**src/hdl/dialer_regs.svh**
```systemverilog
`ifndef DIALER_REGS_SVH
`define DIALER_REGS_SVH

// ----------------------------------------------------------------
// Register indices (byte address is four times the index)
// ----------------------------------------------------------------
`define DIALER_IO_INDEX       8'h16
`define DIALER_IRQ_STAT_INDEX 8'h17
`define DIALER_IRQ_MASK_INDEX 8'h18

// ----------------------------------------------------------------
// Dialer status/control field positions
// ----------------------------------------------------------------
`define HF_REQ_BIT   0
`define HF_OUT_BIT   1
`define HOLD_REQ_BIT 2
`define HOLD_OUT_BIT 3
`define HOOK_BIT     4
`define SELECT_BIT   5
`define BREAK_BIT    6
`define MUTE_BIT     7

// Control bits 7..5 after reset: mute and break floating, line held low
`define DIALER_CTRL_RESET 3'h6

// ----------------------------------------------------------------
// Interrupt event positions
// ----------------------------------------------------------------
`define EV_HOOK_ON  0
`define EV_HOOK_OFF 1
`define EV_HOLD     2
`define EV_HANDS    3
`define EV_COUNT    4
`define EV_RESET    4'h0

`endif

```
**src/hdl/dialer_pkg.sv**
```systemverilog
package dialer_pkg;

    typedef enum logic [1:0] {
        op_normal,
        op_green,
        op_sleep,
        op_idle
    } op_mode_type;

endpackage

```
**src/hdl/pin_edge_sync.sv**
```systemverilog
`timescale 1ns/1ps

module pin_edge_sync #(
    parameter int WIDTH = 3
) (
    input  wire logic             core_clk, // System clock
    input  wire logic             rst_b,    // Async reset, active low
    input  wire logic [WIDTH-1:0] pin,      // Raw pin levels
    output logic      [WIDTH-1:0] level,    // Synchronised levels
    output logic      [WIDTH-1:0] rise,     // One-cycle rising edge
    output logic      [WIDTH-1:0] fall      // One-cycle falling edge
);

    logic [WIDTH-1:0] meta_q;
    logic [WIDTH-1:0] sync_q;
    logic [WIDTH-1:0] last_q;
    logic [2:0]       warm_q;

    // ----------------------------------------------------------------
    // Two-stage synchroniser, then one stage to find edges
    // ----------------------------------------------------------------
    // No edge until the edge stage holds a real pin sample: an idle-high
    // pin would otherwise show a false rise just after reset
    always_ff @(posedge core_clk or negedge rst_b) begin
        if (!rst_b) begin
            warm_q <= 3'h0;
        end else begin
            warm_q <= {warm_q[1:0], 1'b1};
        end
    end

    genvar i;
    generate
        for (i = 0; i < WIDTH; i++) begin : g_bit
            always_ff @(posedge core_clk or negedge rst_b) begin
                if (!rst_b) begin
                    meta_q[i] <= 1'b0;
                    sync_q[i] <= 1'b0;
                    last_q[i] <= 1'b0;
                end else begin
                    meta_q[i] <= pin[i];
                    sync_q[i] <= meta_q[i];
                    last_q[i] <= sync_q[i];
                end
            end
            assign rise[i] = sync_q[i] & ~last_q[i] & warm_q[2];
            assign fall[i] = ~sync_q[i] & last_q[i] & warm_q[2];
        end
    endgenerate

    assign level = sync_q;

endmodule

```
**src/hdl/telephone_dialer_line_control.sv**
```systemverilog
// What this block does
// - The speech mute pin is pulled low while control bit 7 is 0 and floats while it is 1.
// - The line break pin is pulled low while control bit 6 is 0, floats at 1, set by software only.
// - While line make select (bit 5) is 0 the line make output stays 0 whatever the inputs do.
// - With select at 1 the line is made unless hook reads 1 and both hand-free and hold are 0.
// - With select at 1, an active hand-free output forces the line make output high.
// - With select at 1, an active hold-line output forces the line make output high.
// - A rising hook edge enters on-hook and raises the dialer interrupt.
// - A falling hook edge enters off-hook, clears hand-free and hold, and raises the interrupt.
// - A low pulse on hold request clears hand-free, toggles hold and raises the interrupt.
// - Hold request is ignored unless the line make output is high.
// - A high pulse on hand-free request clears hold, toggles hand-free, raises the interrupt.
// - Bits 0 to 4 of the dialer register read the levels of the five dialer signals.
// - On-hook with hold active, a hold request edge raises no interrupt.
// - The hook, hand-free and hold machine runs in Normal, Green and Sleep modes.
// - In Idle mode the dialer inputs are not acted upon, except the hook level, which still drives the line make output.
//
// Added by the designer: the Avalon-MM slave port.
`timescale 1ns/1ps
`include "dialer_regs.svh"

module telephone_dialer_line_control (
    input  wire logic                      core_clk,             // 250 MHz system clock
    input  wire logic                      rst_b,                // Async reset, active low
    input  wire dialer_pkg::op_mode_type   op_mode,              // Chip operating mode
    input  wire logic [7:0]                avs_address,          // Byte address
    input  wire logic                      avs_read,             // Read request
    input  wire logic                      avs_write,            // Write request
    input  wire logic [31:0]               avs_writedata,        // Write data
    input  wire logic [3:0]                avs_byteenable,       // Byte lanes
    output logic      [31:0]               avs_readdata,         // Read data
    output logic                           avs_waitrequest,      // Stall, active high
    output logic                           irq,                  // Level interrupt
    input  wire logic                      hook_switch_in,       // Hook switch pin
    input  wire logic                      hold_request_in,      // Hold key, active low pulse
    input  wire logic                      handsfree_request_in, // Hand-free key, high pulse
    output logic                           line_make_out,        // High makes the line
    output logic                           hold_line_out,        // Hold-line state
    output logic                           handsfree_out,        // Hand-free state
    output logic                           speech_mute_out,      // Open drain level, always 0
    output logic                           speech_mute_oe,       // High while pulling low
    output logic                           line_break_out,       // Open drain level, always 0
    output logic                           line_break_oe         // High while pulling low
);

    // ----------------------------------------------------------------
    // Pin synchronisation
    // ----------------------------------------------------------------
    logic [2:0] pin_level;
    logic [2:0] pin_rise;
    logic [2:0] pin_fall;

    pin_edge_sync #(
        .WIDTH (3)
    ) u_sync (
        .core_clk (core_clk),
        .rst_b    (rst_b),
        .pin      ({handsfree_request_in, hold_request_in, hook_switch_in}),
        .level    (pin_level),
        .rise     (pin_rise),
        .fall     (pin_fall)
    );

    wire hook_lvl  = pin_level[0];
    wire hold_lvl  = pin_level[1];
    wire hf_lvl    = pin_level[2];
    wire hook_rise = pin_rise[0];
    wire hook_fall = pin_fall[0];
    wire hold_fall = pin_fall[1];
    wire hf_rise   = pin_rise[2];

    // ----------------------------------------------------------------
    // State
    // ----------------------------------------------------------------
    logic [2:0]           ctrl_q;
    logic                 hf_q;
    logic                 hf_d;
    logic                 hold_q;
    logic                 hold_d;
    logic [`EV_COUNT-1:0] irq_status_q;
    logic [`EV_COUNT-1:0] irq_status_d;
    logic [`EV_COUNT-1:0] irq_mask_q;
    logic [`EV_COUNT-1:0] read_seen_q;
    logic                 ack_q;
    logic [31:0]          rdata_q;
    logic                 make_q;
    logic                 irq_q;
    logic                 mute_oe_q;
    logic                 break_oe_q;
    logic                 od_low_q;

    // ----------------------------------------------------------------
    // Dialer state machine
    // ----------------------------------------------------------------
    // Idle stops the dialer cells; the other three modes keep them live
    wire active = (op_mode != dialer_pkg::op_idle);

    wire ev_hook_on  = active & hook_rise;
    wire ev_hook_off = active & hook_fall;
    // Hook release wins over a key in the same cycle, hand-free over hold
    wire ev_hands    = active & hf_rise & ~hook_fall;
    wire ev_hold     = active & hold_fall & make_q
                       & ~hook_fall & ~hf_rise;
    wire hold_quiet  = hook_lvl & hold_q;

    wire [`EV_COUNT-1:0] events;
    assign events[`EV_HOOK_ON]  = ev_hook_on;
    assign events[`EV_HOOK_OFF] = ev_hook_off;
    assign events[`EV_HANDS]    = ev_hands;
    assign events[`EV_HOLD]     = ev_hold & ~hold_quiet;

    always_comb begin
        hf_d   = hf_q;
        hold_d = hold_q;
        if (ev_hook_off) begin
            hf_d   = 1'b0;
            hold_d = 1'b0;
        end else if (ev_hands) begin
            hf_d   = ~hf_q;
            hold_d = 1'b0;
        end else if (ev_hold) begin
            hf_d   = 1'b0;
            hold_d = ~hold_q;
        end
    end

    // Line is made by off-hook or either held function, gated by select
    wire make_d = ctrl_q[2'h0] & (~hook_lvl | hf_q | hold_q);

    // ----------------------------------------------------------------
    // Avalon-MM slave
    // ----------------------------------------------------------------
    function automatic logic [7:0] byte_addr(input logic [7:0] idx);
        byte_addr = {idx[5:0], 2'b00};
    endfunction

    wire sel_io   = (avs_address == byte_addr(`DIALER_IO_INDEX));
    wire sel_stat = (avs_address == byte_addr(`DIALER_IRQ_STAT_INDEX));
    wire sel_mask = (avs_address == byte_addr(`DIALER_IRQ_MASK_INDEX));

    // One stall cycle per request; read data is caught in that cycle
    wire req       = avs_read | avs_write;
    wire start     = req & ~ack_q;
    wire take_wr   = avs_write & ack_q & avs_byteenable[0];
    wire take_stat = avs_read & ack_q & sel_stat;

    wire [7:0] io_view = {ctrl_q, hook_lvl, hold_q, hold_lvl, hf_q, hf_lvl};
    wire [7:0] rd_sel  = sel_io   ? io_view :
                         sel_stat ? {4'h0, irq_status_q} :
                         sel_mask ? {4'h0, irq_mask_q} : 8'h00;

    // Only bits shown to software are cleared, a newer event survives
    assign irq_status_d = (irq_status_q & ~(take_stat ? read_seen_q : `EV_RESET))
                          | events;

    always_ff @(posedge core_clk or negedge rst_b) begin
        if (!rst_b) begin
            ack_q       <= 1'b0;
            rdata_q     <= 32'h0000_0000;
            read_seen_q <= `EV_RESET;
        end else begin
            ack_q <= start;
            if (start && avs_read) begin
                rdata_q     <= {24'h00_0000, rd_sel};
                read_seen_q <= irq_status_q;
            end
        end
    end

    always_ff @(posedge core_clk or negedge rst_b) begin
        if (!rst_b) begin
            ctrl_q     <= `DIALER_CTRL_RESET;
            irq_mask_q <= `EV_RESET;
        end else if (take_wr) begin
            if (sel_io) begin
                ctrl_q <= avs_writedata[`MUTE_BIT:`SELECT_BIT];
            end
            if (sel_mask) begin
                irq_mask_q <= avs_writedata[`EV_COUNT-1:0];
            end
        end
    end

    // ----------------------------------------------------------------
    // Dialer and output registers
    // ----------------------------------------------------------------
    always_ff @(posedge core_clk or negedge rst_b) begin
        if (!rst_b) begin
            hf_q         <= 1'b0;
            hold_q       <= 1'b0;
            irq_status_q <= `EV_RESET;
            make_q       <= 1'b0;
            irq_q        <= 1'b0;
            mute_oe_q    <= 1'b0;
            break_oe_q   <= 1'b0;
            od_low_q     <= 1'b0;
        end else begin
            hf_q         <= hf_d;
            hold_q       <= hold_d;
            irq_status_q <= irq_status_d;
            make_q       <= make_d;
            irq_q        <= |(irq_status_q & irq_mask_q);
            mute_oe_q    <= ~ctrl_q[2'h2];
            break_oe_q   <= ~ctrl_q[2'h1];
            od_low_q     <= 1'b0;
        end
    end

    assign avs_readdata    = rdata_q;
    assign avs_waitrequest = ~ack_q;
    assign irq             = irq_q;
    assign line_make_out   = make_q;
    assign hold_line_out   = hold_q;
    assign handsfree_out   = hf_q;
    assign speech_mute_out = od_low_q;
    assign speech_mute_oe  = mute_oe_q;
    assign line_break_out  = od_low_q;
    assign line_break_oe   = break_oe_q;

    // ----------------------------------------------------------------
    // Assertions
    // ----------------------------------------------------------------
    a_mute_drive:
    assert property (@(posedge core_clk) disable iff (!rst_b)
        ##1 speech_mute_oe == !$past(ctrl_q[2]))
    else $error("speech mute drive does not follow its control bit");

    a_break_drive:
    assert property (@(posedge core_clk) disable iff (!rst_b)
        !take_wr ##1 !take_wr |=> $stable(line_break_oe))
    else $error("line break changed without a write");

    a_select_low:
    assert property (@(posedge core_clk) disable iff (!rst_b)
        !ctrl_q[0] |=> !line_make_out)
    else $error("line made while select is off");

    a_onhook_break:
    assert property (@(posedge core_clk) disable iff (!rst_b)
        ctrl_q[0] && hook_lvl && !hf_q && !hold_q |=> !line_make_out)
    else $error("line made while on-hook and idle");

    a_held_make:
    assert property (@(posedge core_clk) disable iff (!rst_b)
        ctrl_q[0] && (hf_q || hold_q || !hook_lvl) |=> line_make_out)
    else $error("line not made while hand-free, hold or off-hook");

    a_hook_on_irq:
    assert property (@(posedge core_clk) disable iff (!rst_b)
        hook_rise && active |=> irq_status_q[`EV_HOOK_ON])
    else $error("hook rise did not raise its status bit");

    a_hook_off_clear:
    assert property (@(posedge core_clk) disable iff (!rst_b)
        hook_fall && active |=> !hf_q && !hold_q && irq_status_q[`EV_HOOK_OFF])
    else $error("hook fall did not clear hand-free and hold");

    a_hold_toggle:
    assert property (@(posedge core_clk) disable iff (!rst_b)
        ev_hold |=> hold_q != $past(hold_q) && !hf_q)
    else $error("hold request did not toggle hold-line");

    a_hold_ignored:
    assert property (@(posedge core_clk) disable iff (!rst_b)
        hold_fall && !line_make_out && !hook_fall && !hf_rise |=> $stable(hold_q))
    else $error("hold request acted on a broken line");

    a_hands_toggle:
    assert property (@(posedge core_clk) disable iff (!rst_b)
        hf_rise && active && !hook_fall |=> hf_q != $past(hf_q) && !hold_q)
    else $error("hand-free request did not toggle hand-free");

    a_onhook_quiet:
    assert property (@(posedge core_clk) disable iff (!rst_b)
        hold_fall && hook_lvl && hold_q |-> !events[`EV_HOLD])
    else $error("hold edge raised interrupt while on-hook and held");

    a_idle_frozen:
    assert property (@(posedge core_clk) disable iff (!rst_b)
        op_mode == dialer_pkg::op_idle |=> $stable(hf_q) && $stable(hold_q))
    else $error("dialer state moved in Idle mode");

    a_single_event:
    assert property (@(posedge core_clk) disable iff (!rst_b)
        ev_hook_on |=> !ev_hook_on ##1 !ev_hook_on)
    else $error("one hook edge gave more than one event");

    a_irq_level:
    assert property (@(posedge core_clk) disable iff (!rst_b)
        ##1 irq == $past(|(irq_status_q & irq_mask_q)))
    else $error("interrupt output does not follow masked status");

    a_wait_one:
    assert property (@(posedge core_clk) disable iff (!rst_b)
        start |=> !avs_waitrequest ##1 avs_waitrequest)
    else $error("bus answer not given after exactly one stall cycle");

    a_hands_sticky:
    assert property (@(posedge core_clk) disable iff (!rst_b)
        events[`EV_HANDS] |=> irq_status_q[`EV_HANDS])
    else $error("hand-free event lost against a status read");

    a_io_capture:
    assert property (@(posedge core_clk) disable iff (!rst_b)
        start && avs_read && sel_io |=> avs_readdata[7:0] == $past(io_view))
    else $error("dialer register read does not show the dialer levels");

endmodule

```
**config.mk**
```make
export PLATFORM = sky130hd
export DESIGN_NAME = telephone_dialer_line_control
export DESIGN_NICKNAME = d
export VERILOG_FILES = /design/src/hdl/dialer_pkg.sv /design/src/hdl/pin_edge_sync.sv /design/src/hdl/telephone_dialer_line_control.sv
export VERILOG_INCLUDE_DIRS = /design/src /design/src/hdl
export SDC_FILE = /design/constraint.sdc
export NUM_CORES = 1
export LEC_CHECK = 0
export BUFFER_PORTS_ARGS = -buffer_cell sky130_fd_sc_hd__buf_4
export CAP_MARGIN = 20
export CORE_MARGIN = 2
export CORE_UTILIZATION = 25
export DETAILED_ROUTE_END_ITERATION = 12
export HOLD_SLACK_MARGIN = 0.05
export PLACE_DENSITY_LB_ADDON = 0.15
export SLEW_MARGIN = 20
export SYNTH_ARGS = -nofsm -noshare
export SYNTH_HDL_FRONTEND = slang
export SYNTH_SLANG_ARGS = --single-unit
```
**constraint.sdc**
```tcl
create_clock -name core_clk -period 1.7 [get_ports core_clk]
set_input_delay 0.255 -clock core_clk [delete_from_list [all_inputs] [get_ports core_clk]]
set_output_delay 0.255 -clock core_clk [all_outputs]
set_load 0.03 [all_outputs]
```
==> results of run 1 <==
-- through the flow --
step                      setup slack (ns)  cell area [µm²]  cells  hold slack (ns)  util (%)
after floorplan                    0.01869             1942    182         -0.04059         -
after global placement             -0.1612             2188    296           0.2843     30.33
after detailed placement           -0.1623             2188    296           0.2853     30.33
after CTS                           0.1270             2281    305          0.05473     31.62
after global routing               0.05147             2301    307          0.05787     31.89
final                               0.1375             2301    307          0.07609     31.89
-- power breakdown --
part / switching, mW / internal (mW)
logic: 0.174 / 0.0911
registers: 0.0294 / 1.03
clock network: 0.329 / 0.285
total: 0.532 / 1.41
-- cell type report --
class                      instances  area share, %
inverter                           4         0.6525
clock inverter                     2         0.4350
multi-input combinational        107          28.93
tap                               99          5.383
timing repair buffer              47          15.66
sequential                        42          45.79
clock buffer                       6          3.154
-- repair_timing --
action                    CTS  global route
hold endpoints to repair   40             2
setup buffers               0             0
hold buffers                1             2
-- state kept, by name, summed over array words and instances (netlist names), 3 cells and up --
register       cells
read_seen_q        4
u_sync.warm_q      3
irq_mask_q         4
avs_readdata       8
u_sync.level       3
ctrl_q             3
u_sync.meta_q      3
irq_status_q       4
u_sync.last_q      3
-- how the worst min path moves through the flow --
stage	slack [ns]	cells after the start	to	from
floorplan	-0.04	0	ack_q	rst_b
CTS	0.05	1	u_sync.meta_q[0]	hook_switch_in
global placement	0.28	1	ack_q	rst_b
detailed placement	0.29	1	ack_q	rst_b
global route	0.06	1	u_sync.meta_q[2]	handsfree_request_in
finish	0.08	1	u_sync.meta_q[2]	handsfree_request_in
-- logic make-up (layout without fill, tap and decap cells) --
group                  Yosys count  in the layout  share of synthesized area (%)
AOI/OAI and AO/OA               28             28                          11.44
buffers and inverters           33             59                          12.05
DFF                             42             42                          57.01
muxes                           12             12                          8.057
other                            2             27                         0.4064
and+or+nand+nor                 40             40                          11.04
-- worst max-delay path, cell delays in order, from the launching register on --
cell	delay (ns)
dfrtp_1	0.40
nand2_1	0.06
or4_1	0.65
mux2_4	0.34
-- cell usage in the layout (no fill, tap or decap) --
cell and count:
and3_1 1, clkbuf_1 1, inv_1 4, mux2_4 4
mux2_2 7, nor2_1 11, a22oi_1 2, clkbuf_8 5
dlygate4sd3_1 3, nand3_1 2, or4_1 1, a32o_1 1
dfstp_2 2, mux2i_1 1, nor4b_4 1, nand4_1 1
nor2b_1 2, buf_4 44, o22ai_1 1, and3b_1 1
nand2_1 16, conb_1 27, nand2b_1 2, dfrtp_1 40
clkinv_2 2, o21ai_0 2, a22o_1 6, a31oi_1 6
and2_1 1, a2bb2oi_1 4, and4_1 1, o31ai_1 4
a21boi_0 2
-- layer usage --
layer | global-route usage (%) | wire length (µm)
met3 | 2.934 | 217
met5 | 0 | 0
met4 | 3.718 | 55
met2 | 14.14 | 1679
met1 | 12.80 | 1668
==> flow_metrics.tcl, run 1 <==
set metrics [dict create \
    outcome "completed" \
    vias 1212 \
    r2r-start "ack_q" \
    syn_area_mm2 0.001848 \
    dieArea_mm2 0.008096 \
    htreeDepth 2 \
    power_mw 1.943 \
    synthTopCellsByCount "dfrtp_1, buf_4, nand2_1" \
    hold_path.class "input port to register" \
    port_buffers 39 \
    ys_ff_latch 42 \
    r2r_slack_ns 0.14 \
    synth_warnings 0 \
    first_pass_iters 4 \
    cp-startpoint "ack_q" \
    slew_headroom_pct 64.62 \
    drv_slew 0 \
    tightest_slew_ns 0.5308 \
    diodes 0 \
    cap_violations 0 \
    crit_arrival_ns 1.74 \
    finClkSkew_ns 0.007387 \
    grt_pass1_vias 1190 \
    post_cts_resize_count 0 \
    synth_edf_count 0 \
    cp.required_ns 1.87 \
    power_leakage_nw 1.093 \
    layout.nets 260 \
    cts-root-buf "clkbuf_8" \
    min_period_ns 1.563 \
    ys_seq_area_share_pct 57.01 \
    path_max_fanout 5 \
    dp.final_hpwl_um 2698 \
    drive_gt1_share_pct 31.25 \
    syn_avg_cell_area_um2 11.77 \
    numCtsBuffers 5 \
    gp_congestion 0.7526 \
    synth.distinct_cells 31 \
    synth_flop_cell "dfrtp_1" \
    max_freq_ghz 0.6400 \
    synthToLayoutAreaGrowth_pct 24.51 \
    multiInputGateArea_um2 665.6 \
    rsz0062_at_grt "false" \
    seqCellArea_mm2 0.001054 \
    synth-async-reset-ratio_pct 100.0 \
    finalSetupViolations 0 \
    fp.dieH_um 89.98 \
    grt.overflow.total 0 \
    critPathKind "register to register" \
    via_per_inst 3.948 \
    die_x_um 89.98 \
    synth_top_area_share_pct 54.16 \
    dr.first_iter.drc_count 54 \
    rr_worst_depth 3 \
    synthMostInstantiatedCell "dfrtp_1" \
    r2r_end "irq_mask_q[3]" \
    finalCritPeriodShare_pct 91.91 \
    antenna_found_initial 0 \
    cts_buffer_depth 2 \
    n_fill_cell 756 \
    max-vdd-ir-drop_uv 407.2 \
    grt_pass1_wl_um 5968 \
    setup_tns_ns 0 \
    grt_max_degree 43 \
    start_kind "register" \
    cts_tree "done" \
    clk_latency_ns 0.29 \
    drc 0 \
    start_util_pct 25.62 \
    wl_um 3620 \
    path_clk_slew_ns 0.08 \
    wl_per_cell_um 11.79 \
    synthCells 157 \
    grt_use_total_pct 9.438 \
    row_count 31 \
    synth_area_leaders "dfrtp_1, buf_4, mux2_2" \
    core_mm2 0.007214 \
    cts_sinks 42 \
    io_pins 94 \
    finalHoldViolations 0 \
    synth_top_cell_by_area "dfrtp_1" \
    setup.worst_path.end "irq_mask_q[3]" \
    power_density_mw_per_mm2 844.6 \
    cp-end-kind "register" \
    postRouteAntennaNets 0 \
]
(Power assumes the default switching activity.)
==> inputs of run 2 (changes only) <==
ABC_AREA = 1   (was not set)
GPL_ROUTABILITY_DRIVEN = 0   (was not set)
REMOVE_ABC_BUFFERS = 1   (was not set)
==> flow_metrics.tcl, run 2 <==
set metrics [dict create \
    finalCritPeriodShare_pct 72.88 \
    power_mw 2.122 \
    syn_avg_cell_area_um2 8.859 \
    post_cts_buffers 0 \
    synth_flop_cell "dfrtp_1" \
    start_util_pct 25.70 \
    first_pass_iters 4 \
    synthTopCellsByCount "nand2_1, dfrtp_1, buf_4" \
    rsz0062_at_grt "false" \
    layout.nets 322 \
    via_per_inst 3.849 \
    dp_slack_ns 0.4965 \
    cp-end-kind "output pin" \
    setup_ws_ns 0.4610 \
    cp.required_ns 1.44 \
    syn_area_mm2 0.001976 \
    numCtsBuffers 5 \
    synthMostInstantiatedCell "nand2_1" \
    wl_um 3868 \
    combPwrFrac_pct 15.8 \
    cts-root-buf "clkbuf_8" \
    synthCells 223 \
    drive_gt1_share_pct 23.33 \
    core_mm2 0.007687 \
    synth_top_family_by_area "simple AND/OR/NAND/NOR gates" \
    synth_edf_count 0 \
    finClkSkew_ns 0.004133 \
    synth_area_leaders "dfrtp_1, nand2_1, buf_4" \
    finalHoldViolations 0 \
    ys_seq_area_share_pct 53.32 \
    post_cts_resize_count 0 \
    path_max_fanout 5 \
    grt.overflow.total 0 \
    slew_headroom_pct 65.06 \
    max_freq_ghz 0.8071 \
    path_delay_family "flip-flops" \
    grt_max_degree 43 \
    seqPwrFrac_pct 52.8 \
    synth_xor_xnor_area_share_pct 0 \
    row_count 32 \
    dieArea_mm2 0.008629 \
    slowest_delay_ns 0.46 \
    dr.first_iter.drc_count 79 \
    synth_top_cell_by_area "dfrtp_1" \
    cp_slowest_cell "dfrtp_1" \
    crit_arrival_ns 0.98 \
    cap_violations 0 \
    synthAdderAreaFrac_pct 0 \
    power_leakage_nw 1.301 \
    p_clk_share_pct 31.4 \
    clk_latency_ns 0.29 \
    cts_tree "done" \
    fp.dieH_um 92.90 \
    max-vdd-ir-drop_uv 359.6 \
    p_sw_share_pct 29.45 \
    hold_path.class "input port to register" \
    power_density_mw_per_mm2 885.5 \
    vias 1432 \
    die_x_um 92.90 \
    diodes 0 \
    antenna_found_initial 0 \
    postRouteAntennaNets 0 \
    synthToLayoutAreaGrowth_pct 21.28 \
    intPower_mw 1.497 \
    ys_ff_latch 42 \
    io_pins 94 \
    grt_pass1_wl_um 6810 \
    synth-async-reset-ratio_pct 100.0 \
    synth_top_area_share_pct 50.66 \
    worst-path-buf-inv 2 \
    drv_slew 0 \
    switchingPower_uw 624.9 \
    cts_sinks 42 \
    htreeDepth 2 \
    final_common_cell "nand2_1" \
    wl_per_cell_um 10.40 \
    n_fill_cell 825 \
    synth_warnings 0 \
    grt_pass1_vias 1430 \
    grt_use_total_pct 10.29 \
    path_clk_slew_ns 0.08 \
    min_period_ns 1.239 \
    tightest_slew_ns 0.5241 \
    setup_tns_ns 0 \
    crit_chain "inv_1 -> buf_4" \
    drc 0 \
    cts_buffer_depth 2 \
    outcome "completed" \
    fin_area_mm2 0.002396 \
    dp.final_hpwl_um 2964 \
    layout_common_cells "nand2_1, dfrtp_1, buf_4, conb_1, inv_1" \
    synthSimpleGateAreaFrac_pct 28.50 \
    finalSetupViolations 0 \
    port_buffers 39 \
    synthMuxAreaShare_pct 0 \
    synth.distinct_cells 22 \
    start_kind "register" \
    synth_compound_area_share_pct 2.977 \
    critPathKind "register to output pin" \
    placement.cell_area_mm2 0.002295 \
    largest_reg_flops 8 \
]
run 2: final timing paths:
check	start	endpoint	slack, ns	cells after the start
max in group asynchronous	rst_b	ctrl_q[1]	0.86	2
setup / recovery	ack_q	avs_waitrequest	0.46	2
min in group asynchronous	rst_b	avs_readdata[7]	0.47	2
setup reg to reg	u_sync.level[0]	irq_status_q[2]	0.51	7
hold / removal	hook_switch_in	u_sync.meta_q[0]	0.07	1
hold reg to reg	u_sync.meta_q[0]	u_sync.level[0]	0.35	0
run 2: metal layers:
metal,share of wire [%],vias to the layer above,track usage [%]
met3,6.5,8,2.929
met5,0,-,0
li1,-,730,-
met1,47,640,13.71
met4,1.9,0,4.044
met2,44,54,15.76
run 2: final cells by class:
type,count,area (µm²),share of cell area [%]
Clock buffer,7,86.33,3.603
Clock inverter,1,5.005,0.2089
Inverter,24,90.09,3.760
Multi-Input combinational cell,155,723.2,30.18
Sequential cell,42,1054,43.97
Tap cell,102,127.6,5.326
Timing Repair Buffer,41,310.3,12.95
run 2: stage by stage:
stage	hold slack, ns	instances	util (%)
after floorplan	-0.04059	221	-
after global placement	0.2855	363	29.85
after detailed placement	0.2798	363	29.85
after CTS	0.05413	372	31.17
after global routing	0.05218	372	31.17
final	0.06547	372	31.17
run 2: kinds of logic after synthesis:
group,Yosys count
compound gates,11
simple gates,117
other cells,2
buf+inv,51
flops,42
run 2: power by group through the flow:
stage,combinational [mW],clock (mW),sequential (mW)
after floorplan,0.180,0,1.16
after global placement,0.336,0,1.14
after detailed placement,0.338,0,1.14
after CTS,0.341,0.688,1.12
after global routing,0.375,0.736,1.13
final,0.335,0.667,1.12
run 2: repair_timing:
action                                  CTS  global route
endpoints found under the setup margin    0             0
hold buffers                              1             0
endpoints found under the hold margin    40             0
